### src/port_read_defs.vh
// constants for the block-input-with-decrement execution unit
// assumes a single 40 MHz clock and a core that supplies operands and takes results
// Summary of operation
// - each step reads the port named by the source pointer and writes that value to memory at the destination pointer.
// - the port address is always the full 16-bit source pointer value.
// - after each transfer the destination pointer drops by one for bytes or by two for words.
// - after each transfer the counter register drops by exactly one.
// - the single-step form sets overflow when the new counter is zero, clears it otherwise, and drives the zero flag low.
// - the repeat form loops until the new counter is zero and then ends with overflow set.
// - the repeat form takes 11 cycles plus 10 per element moved.
// - every variant runs only in the privileged state and traps otherwise.
// - the repeat form may be interrupted between steps and reports the instruction start address for resumption.
// - each interrupt accepted inside the repeat form adds seven cycles.
// - the source pointer is never changed by any variant.
// - in segmented mode the destination is a segment and offset pair and the step applies to the offset of that pair.
`ifndef PORT_READ_DEFS_VH
`define PORT_READ_DEFS_VH
`define BASE_CYCLES 8'h0B
`define STEP_CYCLES 8'h0A
`define IRQ_CYCLES 8'h07
`define SINGLE_CYCLES 8'h15
`define FIFO_DEPTH 4
`endif

### src/word_fifo.v
// small flip-flop fifo with valid/ready on both sides
// assumes one clock and a synchronous active-low reset
module word_fifo #(
	parameter WIDTH = 16,
	parameter DEPTH = 4,
	parameter AW = 2
)(
	input wire mclk,
	input wire rst_n,
	input wire [WIDTH-1:0] in_data,
	input wire in_valid,
	output wire in_ready,
	output wire [WIDTH-1:0] out_data,
	output wire out_valid,
	input wire out_ready
);
	reg [WIDTH-1:0] mem [0:DEPTH-1];
	reg [AW-1:0] wr_ptr;
	reg [AW-1:0] rd_ptr;
	reg [AW:0] count;
	wire push;
	wire pop;

	// full and empty come from the occupancy count
	assign in_ready = (count != DEPTH); // compared at full width, no part-select of a parameter
	assign out_valid = (count != {(AW+1){1'b0}});
	assign out_data = mem[rd_ptr];
	assign push = in_valid & in_ready;
	assign pop = out_valid & out_ready;

	// pointers wrap; depth is a power of two
	always @(posedge mclk)
	begin
		if (!rst_n)
		begin
			wr_ptr <= {AW{1'b0}};
			rd_ptr <= {AW{1'b0}};
			count <= {(AW+1){1'b0}};
		end
		else
		begin
			if (push)
			begin
				mem[wr_ptr] <= in_data;
				wr_ptr <= wr_ptr + 1'b1;
			end
			if (pop)
				rd_ptr <= rd_ptr + 1'b1;
			if (push & ~pop)
				count <= count + 1'b1;
			else if (pop & ~push)
				count <= count - 1'b1;
		end
	end
endmodule // word_fifo

### src/block_input_decrement_exec.v
// execution unit for block input with decrement, single-step and repeat, byte and word
// assumes the core hands over operands with start, and that ports and memory answer with acks
`include "port_read_defs.vh"
module block_input_decrement_exec (
	input wire mclk,
	input wire rst_n,
	input wire start,
	input wire repeat_mode,
	input wire word_mode,
	input wire privileged,
	input wire segmented,
	input wire [15:0] src_ptr,
	input wire [6:0] dst_seg,
	input wire [15:0] dst_off,
	input wire [15:0] count_in,
	input wire [15:0] instr_pc,
	input wire irq_req,
	output reg busy,
	output reg done,
	output reg trap,
	output reg irq_ack,
	output reg [15:0] resume_pc,
	output reg [15:0] dst_off_out,
	output reg [6:0] dst_seg_out,
	output reg [15:0] count_out,
	output reg flag_v,
	output reg flag_z,
	output reg [7:0] cycles,
	output reg port_rd,
	output reg [15:0] port_addr,
	output reg port_word,
	input wire [15:0] port_data,
	input wire port_ack,
	output reg mem_wr,
	output reg [22:0] mem_addr,
	output reg mem_word,
	output reg [15:0] mem_data,
	input wire mem_ack
);
	localparam S_IDLE = 3'd0;
	localparam S_PORT = 3'd1;
	localparam S_MEMQ = 3'd2;
	localparam S_NEXT = 3'd3;
	localparam S_DONE = 3'd4;

	reg [2:0] state;
	reg rep;
	reg wsel;
	reg seg;
	reg [15:0] sptr;
	reg [15:0] issued_off;
	wire [16:0] f_in_data;
	wire f_in_ready;
	wire [16:0] f_out_data;
	wire f_out_valid;
	wire [15:0] next_count;
	wire [15:0] next_off;

	// pointer step of one for bytes, two for words
	function [15:0] step_down;
		input [15:0] off;
		input w;
		begin
			step_down = off - (w ? 16'h0002 : 16'h0001);
		end
	endfunction

	assign next_count = count_out - 16'h0001;
	assign next_off = step_down(issued_off, wsel);
	// fifo carries port data plus byte/word flag; back-pressure stalls new port reads
	assign f_in_data = {wsel, wsel ? port_data : {8'h00, port_data[7:0]}};

	word_fifo #(
		.WIDTH(17),
		.DEPTH(`FIFO_DEPTH),
		.AW(2)
	) u_fifo (
		.mclk(mclk),
		.rst_n(rst_n),
		.in_data(f_in_data),
		.in_valid(port_rd & port_ack),
		.in_ready(f_in_ready),
		.out_data(f_out_data),
		.out_valid(f_out_valid),
		.out_ready(~mem_wr & (state == S_MEMQ))
	);

	// main sequencer: one element per pass, port read then memory write
	always @(posedge mclk)
	begin
		if (!rst_n)
		begin
			state <= S_IDLE;
			busy <= 1'b0;
			done <= 1'b0;
			trap <= 1'b0;
			irq_ack <= 1'b0;
			resume_pc <= 16'h0000;
			dst_off_out <= 16'h0000;
			dst_seg_out <= 7'h00;
			count_out <= 16'h0000;
			flag_v <= 1'b0;
			flag_z <= 1'b0;
			cycles <= 8'h00;
			port_rd <= 1'b0;
			port_addr <= 16'h0000;
			port_word <= 1'b0;
			mem_wr <= 1'b0;
			mem_addr <= 23'h00_0000;
			mem_word <= 1'b0;
			mem_data <= 16'h0000;
			rep <= 1'b0;
			wsel <= 1'b0;
			seg <= 1'b0;
			sptr <= 16'h0000;
			issued_off <= 16'h0000;
		end
		else
		begin
			done <= 1'b0;
			trap <= 1'b0;
			irq_ack <= 1'b0;
			// memory write completes on its ack
			if (mem_wr & mem_ack)
				mem_wr <= 1'b0;
			case (state)
				S_IDLE:
				begin
					if (start)
					begin
						if (!privileged)
							trap <= 1'b1;
						else
						begin
							busy <= 1'b1;
							rep <= repeat_mode;
							wsel <= word_mode;
							seg <= segmented;
							sptr <= src_ptr; // source pointer held, never written back
							issued_off <= dst_off;
							dst_off_out <= dst_off;
							dst_seg_out <= segmented ? dst_seg : 7'h00;
							count_out <= count_in; // software keeps count in range
							resume_pc <= instr_pc;
							cycles <= repeat_mode ? `BASE_CYCLES : `SINGLE_CYCLES;
							port_rd <= 1'b1;
							port_addr <= src_ptr; // full 16-bit port address
							port_word <= word_mode;
							state <= S_PORT;
						end
					end
				end
				S_PORT:
				begin
					// port read handshake feeds the fifo
					if (port_ack & f_in_ready)
					begin
						port_rd <= 1'b0;
						state <= S_MEMQ;
					end
				end
				S_MEMQ:
				begin
					// drain one element to memory at the destination pointer
					if (f_out_valid & ~mem_wr)
					begin
						mem_wr <= 1'b1;
						mem_addr <= {(seg ? dst_seg_out : 7'h00), issued_off};
						mem_word <= f_out_data[16];
						mem_data <= f_out_data[15:0];
						state <= S_NEXT;
					end
				end
				S_NEXT:
				begin
					if (mem_wr & mem_ack)
					begin
						issued_off <= next_off; // offset only, segment untouched
						dst_off_out <= next_off;
						count_out <= next_count;
						flag_z <= 1'b0; // zero flag left undefined, driven low
						if (!rep)
						begin
							flag_v <= (next_count == 16'h0000);
							state <= S_DONE;
						end
						else
						begin
							cycles <= cycles + `STEP_CYCLES;
							if (next_count == 16'h0000)
							begin
								flag_v <= 1'b1;
								state <= S_DONE;
							end
							else if (irq_req)
							begin
								// yield between steps; core restarts at resume_pc
								irq_ack <= 1'b1;
								cycles <= cycles + `STEP_CYCLES + `IRQ_CYCLES;
								busy <= 1'b0;
								state <= S_IDLE;
							end
							else
							begin
								port_rd <= 1'b1;
								port_addr <= sptr;
								state <= S_PORT;
							end
						end
					end
				end
				S_DONE:
				begin
					busy <= 1'b0;
					done <= 1'b1;
					state <= S_IDLE;
				end
				default:
					state <= S_IDLE;
			endcase
		end
	end
endmodule // block_input_decrement_exec

### config.mk
export PLATFORM = sky130hd
export DESIGN_NAME = block_input_decrement_exec
export DESIGN_NICKNAME = d
export VERILOG_FILES = /design/src/word_fifo.v /design/src/block_input_decrement_exec.v
export VERILOG_INCLUDE_DIRS = /design/src
export SDC_FILE = /design/constraint.sdc
export NUM_CORES = 1
export LEC_CHECK = 0
export BUFFER_PORTS_ARGS = -buffer_cell sky130_fd_sc_hd__buf_2
export CAP_MARGIN = 20
export CORE_ASPECT_RATIO = 0.9
export CORE_UTILIZATION = 25
export CTS_CLUSTER_DIAMETER = 200
export DETAILED_ROUTE_END_ITERATION = 8
export PLACE_DENSITY = 0.52
export SETUP_SLACK_MARGIN = 0.15
export SKIP_LAST_GASP = 1
export SLEW_MARGIN = 20
export SYNTH_ARGS = -nofsm -noshare
export SYNTH_HDL_FRONTEND = slang
export SYNTH_SLANG_ARGS = --single-unit
### constraint.sdc
create_clock -name mclk -period 8.82 [get_ports mclk]
set_clock_uncertainty 0.1 [all_clocks]
set_input_delay 0.441 -clock mclk [delete_from_list [all_inputs] [get_ports mclk]]
set_output_delay 0.441 -clock mclk [all_outputs]
set_load 0.01 [all_outputs]
==> flow_summary.yaml, run 1 <==
clocking:
  cts-htree-levels: 1
  ctsResizeCount: 0
  worstSkewPairLatency_ns: 0.55
  clock_tree_from_tritoncts: "built"
  total_cts_buffers: 27
  cts_buffer_depth: 3
  root_buffer: "sky130_fd_sc_hd__clkbuf_16"
  clk_pin_slew_ns: 0.06
  tritoncts_num_sinks: 223
  post_cts.repair.setup_buffers: 0
  cts.hold.buffers_added: 22
layout:
  final_cell_area_um2: 12200
  postLayoutCoreUtil_pct: 32.6
  drive_gt1_share_pct: 26.3
  num-fill-cells: 3887
  design.final.nets: 1324
  synthToLayoutAreaGrowth_pct: 27.4
critical_path:
  worst_path_required_ns: 9.20
  cp_data_arrival_time_ns: 4.05
  critPathMaxStageDelay_ns: 0.60
  critPathBufInv: 1
  timing_worst_setup_path_type: "reg2reg"
  worst-r2r-setup-slack_ns: 5.15
  crit_path_max_fanout: 16
  critical_path.startpoint_type: "register"
  regToRegStartpoint: "count_out[0]$_SDFFE_PN0P_"
  critical-path-top-delay-family: "simple AND/OR/NAND/NOR gates"
  worstPathCellList: "inv_1 -> ha_1 -> nor4b_1 -> nand3_1 -> xnor2_1 -> a2111oi_4 -> o2111ai_1 -> and3_1 -> nand3b_2 -> o221a_2 -> o21a_1"
  crit_path_end_kind: "register"
  crit_start: "count_out[0]$_SDFFE_PN0P_"
  cpMaxStageDelayCell: "sky130_fd_sc_hd__nor4b_1"
floorplanning:
  die_width_um: 208
  ports_placed_on_the_boundary: 225
  die_y_um: 188
  initial_utilization_pct: 25.6
  core_region_area_um2: 37500
  number_of_rows_in_the_core_area: 67
  floorplan.die_area_um2: 39100
yosys:
  synth_seq_area_share_pct: 53.7
  synthesis.instances: 1003
  synth_top_family_by_area: "compound AO/OA/AOI/OAI gates"
  postSynthRegisterBits: 223
  xor_and_xnor_fraction_of_the_mapped_netlist_area_pct: 1.10
  synth_simple_gate_area_share_pct: 17.3
  synth-edff-count: 68
  post_synth.cell_area_avg_um2: 9.55
  synthesized_area_fraction_occupied_by_adder_cells_pct: 2.10
  post_synth_num_cell_types: 68
  ys_warn_count: 0
  synth.cell_area_um2: 9580
  syn-num-nets: 1114
  synth_async_sr_flop_share_pct: 0
  muxShareOfSynthArea_pct: 4.41
  synth_top_flop_cell: "sky130_fd_sc_hd__dfxtp_1"
  compound_cell_area_share_of_the_yosys_netlist_pct: 17.5
drt:
  router_iterations_before_antenna_repair: 5
  antenna_left: 0
  drt-initial-drc-count: 550
  routed-via-count: 8222
  remaining_drc_errors: 0
  via_per_inst: 4.78
  wirelength_mm: 28.6
  wl_per_cell_um: 16.6
global_route:
  grt_pass1_vias: 7689
  met1_usage_pct: 18.7
  antenna_found_initial: 4
  global_route.peak_usage_layer: "met2"
  gr-usage-met2_pct: 23.1
  grt.overflow.total: 0
  grt_util_all_layers_pct: 14.1
  wire_length_of_the_first_global_routing_pass_mm: 43.9
  largest_net_degree_at_the_start_of_global_routing: 68
  groute.layer.met3.usage_pct: 3.23
power:
  power.density_nw_per_um2: 257
  sequential_group_share_of_total_power_pct: 40.6
  p_int_mw: 2.11
  power.combinational.fraction_pct: 25.0
  power.ir.vdd_worst_v: 0.000146
  power.total_mw: 3.14
  switching_power_mw: 1.03
  p_clk_share_pct: 34.5
  swShare_pct: 32.9
  p_leak_nw: 4.79
sta:
  fin_ws_ns: 5.15
  setup_tns_ns: 0
  maxSlewViolCount: 0
  max_freq_mhz: 272
  finalSetupViolCount: 0
  timing.final.crit_period_ns: 3.67
  timing.max_slew.rel_slack_pct: 33.9
  final_hold_viol_count: 0
  rsz0062_at_grt: "no"
  layout_worst_path_cycle_share_pct: 41.6
  tightestPinTransition_ns: 0.992
hold_path:
  worst_hold_path_type: "in2reg"
  holdCritStartpoint: "word_mode"
run:
  cap_violations: 0
placed_design:
  input_output_buffers: 223
  place_worst_setup_slack_ns: 4.99
  gp_routability_congestion: 0.813
  dpl.hpwl_mm: 18.4
  placed_cell_area_um2: 11100
outcome:
  run_status: "finished clean"
synth_stat cells (7+ instances only):
cell type | instances | area (um2)
sky130_fd_sc_hd__and2_1 | 11 | 68.8
sky130_fd_sc_hd__nand4_1 | 7 | 43.8
sky130_fd_sc_hd__mux4_2 | 17 | 383
sky130_fd_sc_hd__o21a_1 | 17 | 128
sky130_fd_sc_hd__o21ai_0 | 39 | 195
sky130_fd_sc_hd__a22oi_1 | 9 | 67.6
sky130_fd_sc_hd__a21oi_1 | 134 | 671
sky130_fd_sc_hd__xnor2_1 | 7 | 61.3
sky130_fd_sc_hd__o221a_2 | 16 | 180
sky130_fd_sc_hd__nand2_1 | 190 | 713
sky130_fd_sc_hd__dfxtp_1 | 155 | 3100
sky130_fd_sc_hd__a211oi_1 | 14 | 105
sky130_fd_sc_hd__nor3_1 | 17 | 85.1
sky130_fd_sc_hd__and3_1 | 8 | 50.1
sky130_fd_sc_hd__nand3_1 | 35 | 175
sky130_fd_sc_hd__ha_1 | 12 | 150
sky130_fd_sc_hd__clkbuf_1 | 66 | 248
sky130_fd_sc_hd__inv_1 | 17 | 63.8
sky130_fd_sc_hd__edfxtp_1 | 68 | 2040
sky130_fd_sc_hd__nor2_1 | 65 | 244
per-stage QoR:
| stage | hold WS, ns | std cells |
|---|---|---|
| 3_3_place_gp | 0.336 | 1645 |
| 2_1_floorplan | 0.336 | 1003 |
| 4_1_cts | 0.00674 | 1717 |
| 6_report | 0.0453 | 1720 |
| 3_5_place_dp | 0.343 | 1645 |
| 5_1_grt | 0.0235 | 1719 |
worst paths after layout:
kind,end,cells after the start
setup / recovery,port_addr[14]$_SDFFE_PN0P_,11
hold / removal,wsel$_SDFFE_PN0P_,3
setup reg to reg,port_addr[14]$_SDFFE_PN0P_,11
hold reg to reg,mem_addr[19]$_SDFFE_PN0P_,2
cell type report:
| type | count | area [um2] | share of cell area, % |
|---|---|---|---|
| diodes | 3 | 7.51 | 0.0615 |
| clock buffers | 38 | 767 | 6.28 |
| clock inverters | 12 | 106 | 0.871 |
| inverters | 18 | 70.1 | 0.574 |
| multi-input cells | 687 | 4090 | 33.5 |
| flip-flops and latches | 223 | 5140 | 42.2 |
| well taps | 483 | 604 | 4.95 |
| repair buffers | 256 | 1420 | 11.6 |
placed cells by master (no fill, tap or decap), drive strengths merged, types with 22 or more instances in the layout:
cell type,instances
a21oi,134
buf,234
clkbuf,38
dfxtp,155
dlygate4sd3,22
edfxtp,68
nand2,190
nand3,35
nor2,65
o21ai,39
per-layer routing:
| metal | vias up | wire [um] |
|---|---|---|
| met2 | 226 | 13500 |
| met4 | 0 | 707 |
| met5 | - | 0 |
| li1 | 4008 | - |
| met1 | 3947 | 12800 |
| met3 | 41 | 1660 |
kinds of logic (layout without fill, tap and decap cells):
kind of cell	count (synthesis)	count (layout)
multiplexers	21	21
XOR/XNOR	12	12
flip-flops	223	223
AO/OA/AOI/OAI	268	268
other	1	4
AND/OR/NAND/NOR	370	370
buffers and inverters	93	324
adder cells (fa/ha/maj)	15	15
power groups by stage:
stage                     logic [mW]  clock network, mW  registers (mW)
after floorplan                0.510                  0            1.29
after global placement         0.774                  0            1.29
after detailed placement       0.779                  0            1.30
after CTS                      0.789               1.12            1.27
after global routing           0.875               1.15            1.29
final                          0.785               1.08            1.27
registers in the layout, indices dropped and copies added, names as in the netlist, 2 cells and up:
signal	count
u_fifo.rd_ptr	2
port_addr	16
dst_seg_out	7
count_out	16
cycles	8
mem_data	16
mem_addr	23
issued_off	16
u_fifo.mem	68
u_fifo.wr_ptr	2
resume_pc	16
u_fifo.count	3
state	3
sptr	16
worst min-delay path: cells and delay by family:
family / cells / cell delay, ns
buf+inv: 1 / 0.10
simple gates: 1 / 0.05
compound gates: 1 / 0.05
Power figures use the tool's default switching activity.
==> run 2, diff against run 1 <==
- clock period: 8.82 -> 3.7 ns (I/O delays scaled with it)
==> flow_summary.yaml, run 2 (synthesis results as in run 1) <==
clocking:
  cts-htree-levels: 1
  total_cts_buffers: 27
  root_buffer: "sky130_fd_sc_hd__clkbuf_16"
  cts_buffer_depth: 3
  clk_pin_slew_ns: 0.06
  post_cts.repair.setup_buffers: 0
  clock_tree_from_tritoncts: "built"
  tritoncts_num_sinks: 223
  worstSkewPairLatency_ns: 0.54
drt:
  wl_per_cell_um: 16.2
  router_iterations_before_antenna_repair: 5
  wirelength_mm: 29.4
  remaining_drc_errors: 0
  antenna_left: 0
  drt-initial-drc-count: 434
  via_per_inst: 4.66
  routed-via-count: 8431
sta:
  fin_ws_ns: 0.430
  timing.final.crit_period_ns: 3.27
  final_hold_viol_count: 0
  max_freq_mhz: 306
  tightestPinTransition_ns: 0.988
  timing.max_slew.rel_slack_pct: 34.1
  setup_tns_ns: 0
  maxSlewViolCount: 0
  layout_worst_path_cycle_share_pct: 88.4
  finalSetupViolCount: 0
  fin_worst_hold_slack_ns: 0.174
  rsz0062_at_grt: "no"
floorplanning:
  number_of_rows_in_the_core_area: 67
  floorplan.die_area_um2: 39100
  die_y_um: 188
  die_width_um: 208
  initial_utilization_pct: 25.6
  core_region_area_um2: 37500
  ports_placed_on_the_boundary: 225
global_route:
  antenna_found_initial: 1
  wire_length_of_the_first_global_routing_pass_mm: 45.8
  grt_util_all_layers_pct: 14.7
  grt_pass1_vias: 8106
  largest_net_degree_at_the_start_of_global_routing: 71
  grt.overflow.total: 0
power:
  p_leak_nw: 5.21
  power.density_nw_per_um2: 595
  sequential_group_share_of_total_power_pct: 38.7
  switching_power_mw: 2.50
  power.ir.vdd_worst_v: 0.000308
  swShare_pct: 31.9
  p_int_mw: 5.34
  power.combinational.fraction_pct: 25.6
  p_clk_share_pct: 35.7
critical_path:
  regToRegStartpoint: "count_out[1]$_SDFFE_PN0P_"
  critical_path.startpoint_type: "register"
  worst_path_required_ns: 4.06
  cp_data_arrival_time_ns: 3.63
  crit_start: "count_out[1]$_SDFFE_PN0P_"
  crit_path_max_fanout: 9
  timing_worst_setup_path_type: "reg2reg"
  crit_path_end_kind: "register"
hold_path:
  holdCritStartpoint: "port_ack"
  worst_hold_path_type: "in2reg"
placed_design:
  place_worst_setup_slack_ns: 0.215
  gp_routability_congestion: 0.826
  dpl.hpwl_mm: 18.5
  input_output_buffers: 223
  place_inst: 1657
layout:
  synthToLayoutAreaGrowth_pct: 37.6
  layout.cells.most_common_list: "sky130_fd_sc_hd__buf_2, sky130_fd_sc_hd__nand2_1, sky130_fd_sc_hd__dfxtp_1, sky130_fd_sc_hd__a21oi_1, sky130_fd_sc_hd__dlygate4sd3_1"
  regArea_um2: 5140
  largest_reg_flops: 68
  final_common_cell: "sky130_fd_sc_hd__buf_2"
  postLayoutCoreUtil_pct: 35.2
  num-fill-cells: 3810
  reg.largest.list: "u_fifo.mem (68), mem_addr (23)"
  drive_gt1_share_pct: 25.8
  final-instance-count-excl-fill: 1808
  design.final.nets: 1416
  largest_register: "u_fifo.mem"
  multiInputGateArea_um2: 4100
run:
  cap_violations: 0
outcome:
  run_status: "finished clean"
-- run 2: worst paths after layout --
kind | endpoint | slack (ns) | cells past startpoint
setup reg to reg | cycles[6]$_SDFFE_PN0P_ | 0.43 | 12
hold / removal | u_fifo.wr_ptr[0]$_SDFFE_PN0P_ | 0.17 | 4
hold reg to reg | mem_addr[19]$_SDFFE_PN0P_ | 0.35 | 2
setup / recovery | cycles[6]$_SDFFE_PN0P_ | 0.43 | 12
-- run 2: cell type report --
class / instances / share of cell area [%]
inverter: 18 / 0.532
sequential: 223 / 39.0
clock buffer: 32 / 5.42
clock inverter: 16 / 1.65
tap: 483 / 4.59
timing repair buffer: 348 / 17.6
antenna: 1 / 0.0190
multi-input combinational: 687 / 31.1
-- run 2: worst max-delay path, stage by stage, from the launching register on --
cell and delay [ns]:
sky130_fd_sc_hd__dfxtp_1 0.39, sky130_fd_sc_hd__inv_1 0.13, sky130_fd_sc_hd__ha_2 0.27, sky130_fd_sc_hd__or4b_4 0.53, sky130_fd_sc_hd__nor3b_2 0.17, sky130_fd_sc_hd__o21bai_1 0.11
sky130_fd_sc_hd__a2111oi_4 0.35, sky130_fd_sc_hd__buf_4 0.19, sky130_fd_sc_hd__a21boi_2 0.10, sky130_fd_sc_hd__and2_4 0.18, sky130_fd_sc_hd__maj3_2 0.31, sky130_fd_sc_hd__a31o_1 0.21
sky130_fd_sc_hd__a31oi_1 0.15
-- run 2: what timing repair did --
action | 4_1_cts | 5_1_grt
endpoints found under the setup margin | 0 | 18
hold buffers | 102 | 0
resized for setup | 0 | 3
hold endpoints to repair | 163 | 0
-- run 2: power groups by stage --
stage	clock (mW)	sequential [mW]	combinational, mW
floorplan	0	3.09	1.22
global placement	0	3.08	1.90
detailed placement	0	3.08	1.92
CTS	2.90	3.03	2.01
global route	2.99	3.07	2.23
finish	2.80	3.03	2.01
-- run 2: per-layer routing --
layer | wire length, um | GRT usage, %
met5 | 0 | 0
met4 | 859 | 4.81
met3 | 1390 | 2.73
met2 | 14200 | 25.1
met1 | 12900 | 18.6
-- run 2: per-stage QoR --
stage               total power, mW  area (um2)
global placement               4.98       11200
detailed placement             5.00       11200
CTS                            7.95       13200
global route                   8.29       13200
floorplan                      4.30        9580
finish                         7.84       13200
==> run 3, diff against run 2 <==
- ABC_AREA: unset -> 1
- PLACE_DENSITY: 0.52 -> 0.53
- clock period: 3.7 -> 2.77 ns (I/O delays scaled with it)
==> flow_summary.yaml, run 3 <==
yosys:
  post_synth_num_cell_types: 47
  synthesis.instances: 1288
  synth_area_leaders: "sky130_fd_sc_hd__dfxtp_1, sky130_fd_sc_hd__edfxtp_1, sky130_fd_sc_hd__nor2_1, sky130_fd_sc_hd__o21ai_0, sky130_fd_sc_hd__nand2_1"
  synth_top_flop_cell: "sky130_fd_sc_hd__dfxtp_1"
  post-synth-top-area-cell: "sky130_fd_sc_hd__dfxtp_1"
  postSynthRegisterBits: 223
  post_synth.cell_area_avg_um2: 7.87
  synth.most_common_cell: "sky130_fd_sc_hd__nor2_1"
  synth_async_sr_flop_share_pct: 0
  ys_warn_count: 0
  synth-edff-count: 68
  synth.cell_area_um2: 10100
  netlist.area_leader.share_pct: 30.6
  yosys-top-cells-count: "sky130_fd_sc_hd__nor2_1, sky130_fd_sc_hd__nand2_1, sky130_fd_sc_hd__o21ai_0"
  synth_seq_area_share_pct: 50.8
  syn-num-nets: 1399
outcome:
  run_status: "finished clean"
power:
  power.density_nw_per_um2: 840
  p_leak_nw: 6.08
  power.ir.vdd_worst_v: 0.000515
clocking:
  root_buffer: "sky130_fd_sc_hd__clkbuf_16"
  total_cts_buffers: 27
  cts_buffer_depth: 3
  worstSkewPairLatency_ns: 0.54
  tritoncts_num_sinks: 223
  cts-htree-levels: 1
  clock_tree_from_tritoncts: "built"
  clk_pin_slew_ns: 0.06
layout:
  reg.largest.list: "u_fifo.mem (68), mem_addr (23)"
  layout.cells.most_common_list: "sky130_fd_sc_hd__nor2_1, sky130_fd_sc_hd__buf_2, sky130_fd_sc_hd__nand2_1, sky130_fd_sc_hd__o21ai_0, sky130_fd_sc_hd__dfxtp_1"
  largest_register: "u_fifo.mem"
  largest_reg_flops: 68
  design.final.nets: 1715
  drive_gt1_share_pct: 20.6
  final_common_cell: "sky130_fd_sc_hd__nor2_1"
  synthToLayoutAreaGrowth_pct: 36.5
  final-instance-count-excl-fill: 2159
sta:
  maxSlewViolCount: 0
  max_freq_mhz: 427
  timing.final.crit_period_ns: 2.34
  layout_worst_path_cycle_share_pct: 84.5
  setup_tns_ns: 0
  timing.max_slew.rel_slack_pct: 52.5
  rsz0062_at_grt: "yes"
  tightestPinTransition_ns: 0.712
  finalSetupViolCount: 0
  final_hold_viol_count: 0
  fin_ws_ns: 0.430
critical_path:
  worst-r2r-setup-slack_ns: 0.43
  worst_path_required_ns: 3.13
  crit_top_cell: "sky130_fd_sc_hd__nand2_1"
  crit_path_end_kind: "register"
  timing.reg2reg.worst_path_depth: 13
  timing_worst_setup_path_type: "reg2reg"
  worstPathCellList: "inv_1 -> ha_2 -> nand2_1 -> nor2_2 -> nand2_1 -> nand2_1 -> nand3_1 -> nor3_4 -> nand3_4 -> buf_4 -> nand3_1 -> nand2_1 -> a21oi_1"
  crit_path_max_fanout: 7
  regToRegStartpoint: "count_out[0]$_SDFFE_PN0P_"
  critPathMaxStageDelay_ns: 0.33
  cpMaxStageDelayCell: "sky130_fd_sc_hd__dfxtp_1"
  critical_path.startpoint_type: "register"
  cp_data_arrival_time_ns: 2.70
  r2r_end: "busy$_SDFFE_PN0P_"
global_route:
  grt_pass1_vias: 8999
  antenna_found_initial: 3
  grt_util_all_layers_pct: 15.3
  grt.overflow.total: 0
  largest_net_degree_at_the_start_of_global_routing: 67
  wire_length_of_the_first_global_routing_pass_mm: 50.2
drt:
  routed-via-count: 9773
  wirelength_mm: 33.5
  drt-initial-drc-count: 696
  via_per_inst: 4.53
  wl_per_cell_um: 15.5
  antenna_left: 0
  remaining_drc_errors: 0
  router_iterations_before_antenna_repair: 5
run:
  cap_violations: 0
placed_design:
  gp_routability_congestion: 0.844
  place_worst_setup_slack_ns: 0.260
  place_inst: 1998
  dpl.hpwl_mm: 22.4
  input_output_buffers: 223
floorplanning:
  floorplan.die_area_um2: 41300
  die_width_um: 214
  die_y_um: 193
  core_region_area_um2: 39700
  ports_placed_on_the_boundary: 225
  number_of_rows_in_the_core_area: 69
  initial_utilization_pct: 25.5
hold_path:
  whs_endpoint: "seg$_SDFFE_PN0P_"
  worst_hold_path_type: "in2reg"
  min_path_cells: 6
  holdCritStartpoint: "start"
==> run 3: kinds of logic (layout without fill, tap and decap cells) <==
family | count (synthesis) | after routing | share of synthesized area [%]
and+or+nand+nor | 552 | 556 | 23.0
AOI/OAI and AO/OA | 306 | 306 | 16.0
DFF | 223 | 223 | 50.8
buffers and inverters | 177 | 510 | 7.04
xor gates and xnor gates | 15 | 15 | 1.30
adders and majority gates | 14 | 14 | 1.88
other | 1 | 3 | 0.0370
==> run 3: layer usage <==
| metal | global-route usage (%) | vias to the layer above | wire, um |
|---|---|---|---|
| met1 | 19.3 | 4541 | 14700 |
| met4 | 5.82 | 2 | 1210 |
| met3 | 3.69 | 69 | 2040 |
| li1 | - | 4898 | - |
| met5 | 0 | - | 8 |
| met2 | 25.3 | 263 | 15500 |
==> run 3: stage by stage <==
step / hold WS, ns / power, mW / instance area (um2) / util (%)
after floorplan: 0.117 / 6.71 / 10100 / -
after global placement: 0.220 / 7.79 / 11800 / 29.7
after detailed placement: 0.221 / 7.84 / 11800 / 29.7
after CTS: 0.182 / 11.6 / 13700 / 34.6
after global routing: 0.228 / 12.4 / 13800 / 34.8
final: 0.216 / 11.6 / 13800 / 34.8
==> run 3: power by group <==
group	switching, mW	internal (mW)
logic	2.49	1.37
clock network	1.41	2.14
registers	0.338	3.86
total	4.24	7.37
==> run 3: worst max-delay path by stage <==
stage	from	endpoint	slack (ns)	cells past startpoint
floorplan	u_fifo.count[0]$_SDFFE_PN0P_	u_fifo.count[2]$_SDFFE_PN0P_	0.25	12
global placement	count_out[0]$_SDFFE_PN0P_	port_addr[2]$_SDFFE_PN0P_	0.33	13
detailed placement	count_out[0]$_SDFFE_PN0P_	port_addr[5]$_SDFFE_PN0P_	0.26	13
CTS	count_out[0]$_SDFFE_PN0P_	port_addr[5]$_SDFFE_PN0P_	0.24	13
global route	count_out[0]$_SDFFE_PN0P_	state[0]$_SDFFE_PN0P_	0.12	15
finish	count_out[0]$_SDFFE_PN0P_	busy$_SDFFE_PN0P_	0.43	13
==> run 3: worst max-delay path: cells and delay by family, from the launching register on <==
family | cells | cell delay (ns)
and+or+nand+nor | 9 | 1.10
DFF | 1 | 0.33
buffers and inverters | 2 | 0.35
AOI/OAI and AO/OA | 1 | 0.12
adders and majority gates | 1 | 0.27
==> run 3: area by class of cell <==
type,count,area (um2)
inverters,107,402
repair buffers,353,2350
clock buffers,40,785
clock inverters,10,110
diodes,2,5.00
multi-input cells,892,4370
fillers,4190,25900
well taps,532,666
flip-flops and latches,223,5140
==> run 3: what timing repair did <==
item | in CTS | in global routing
setup endpoints to repair | 0 | 26
buffers inserted | 0 | 2
gates resized for setup | 0 | 6
hold buffers | 103 | 0
endpoints found under the hold margin | 164 | 0
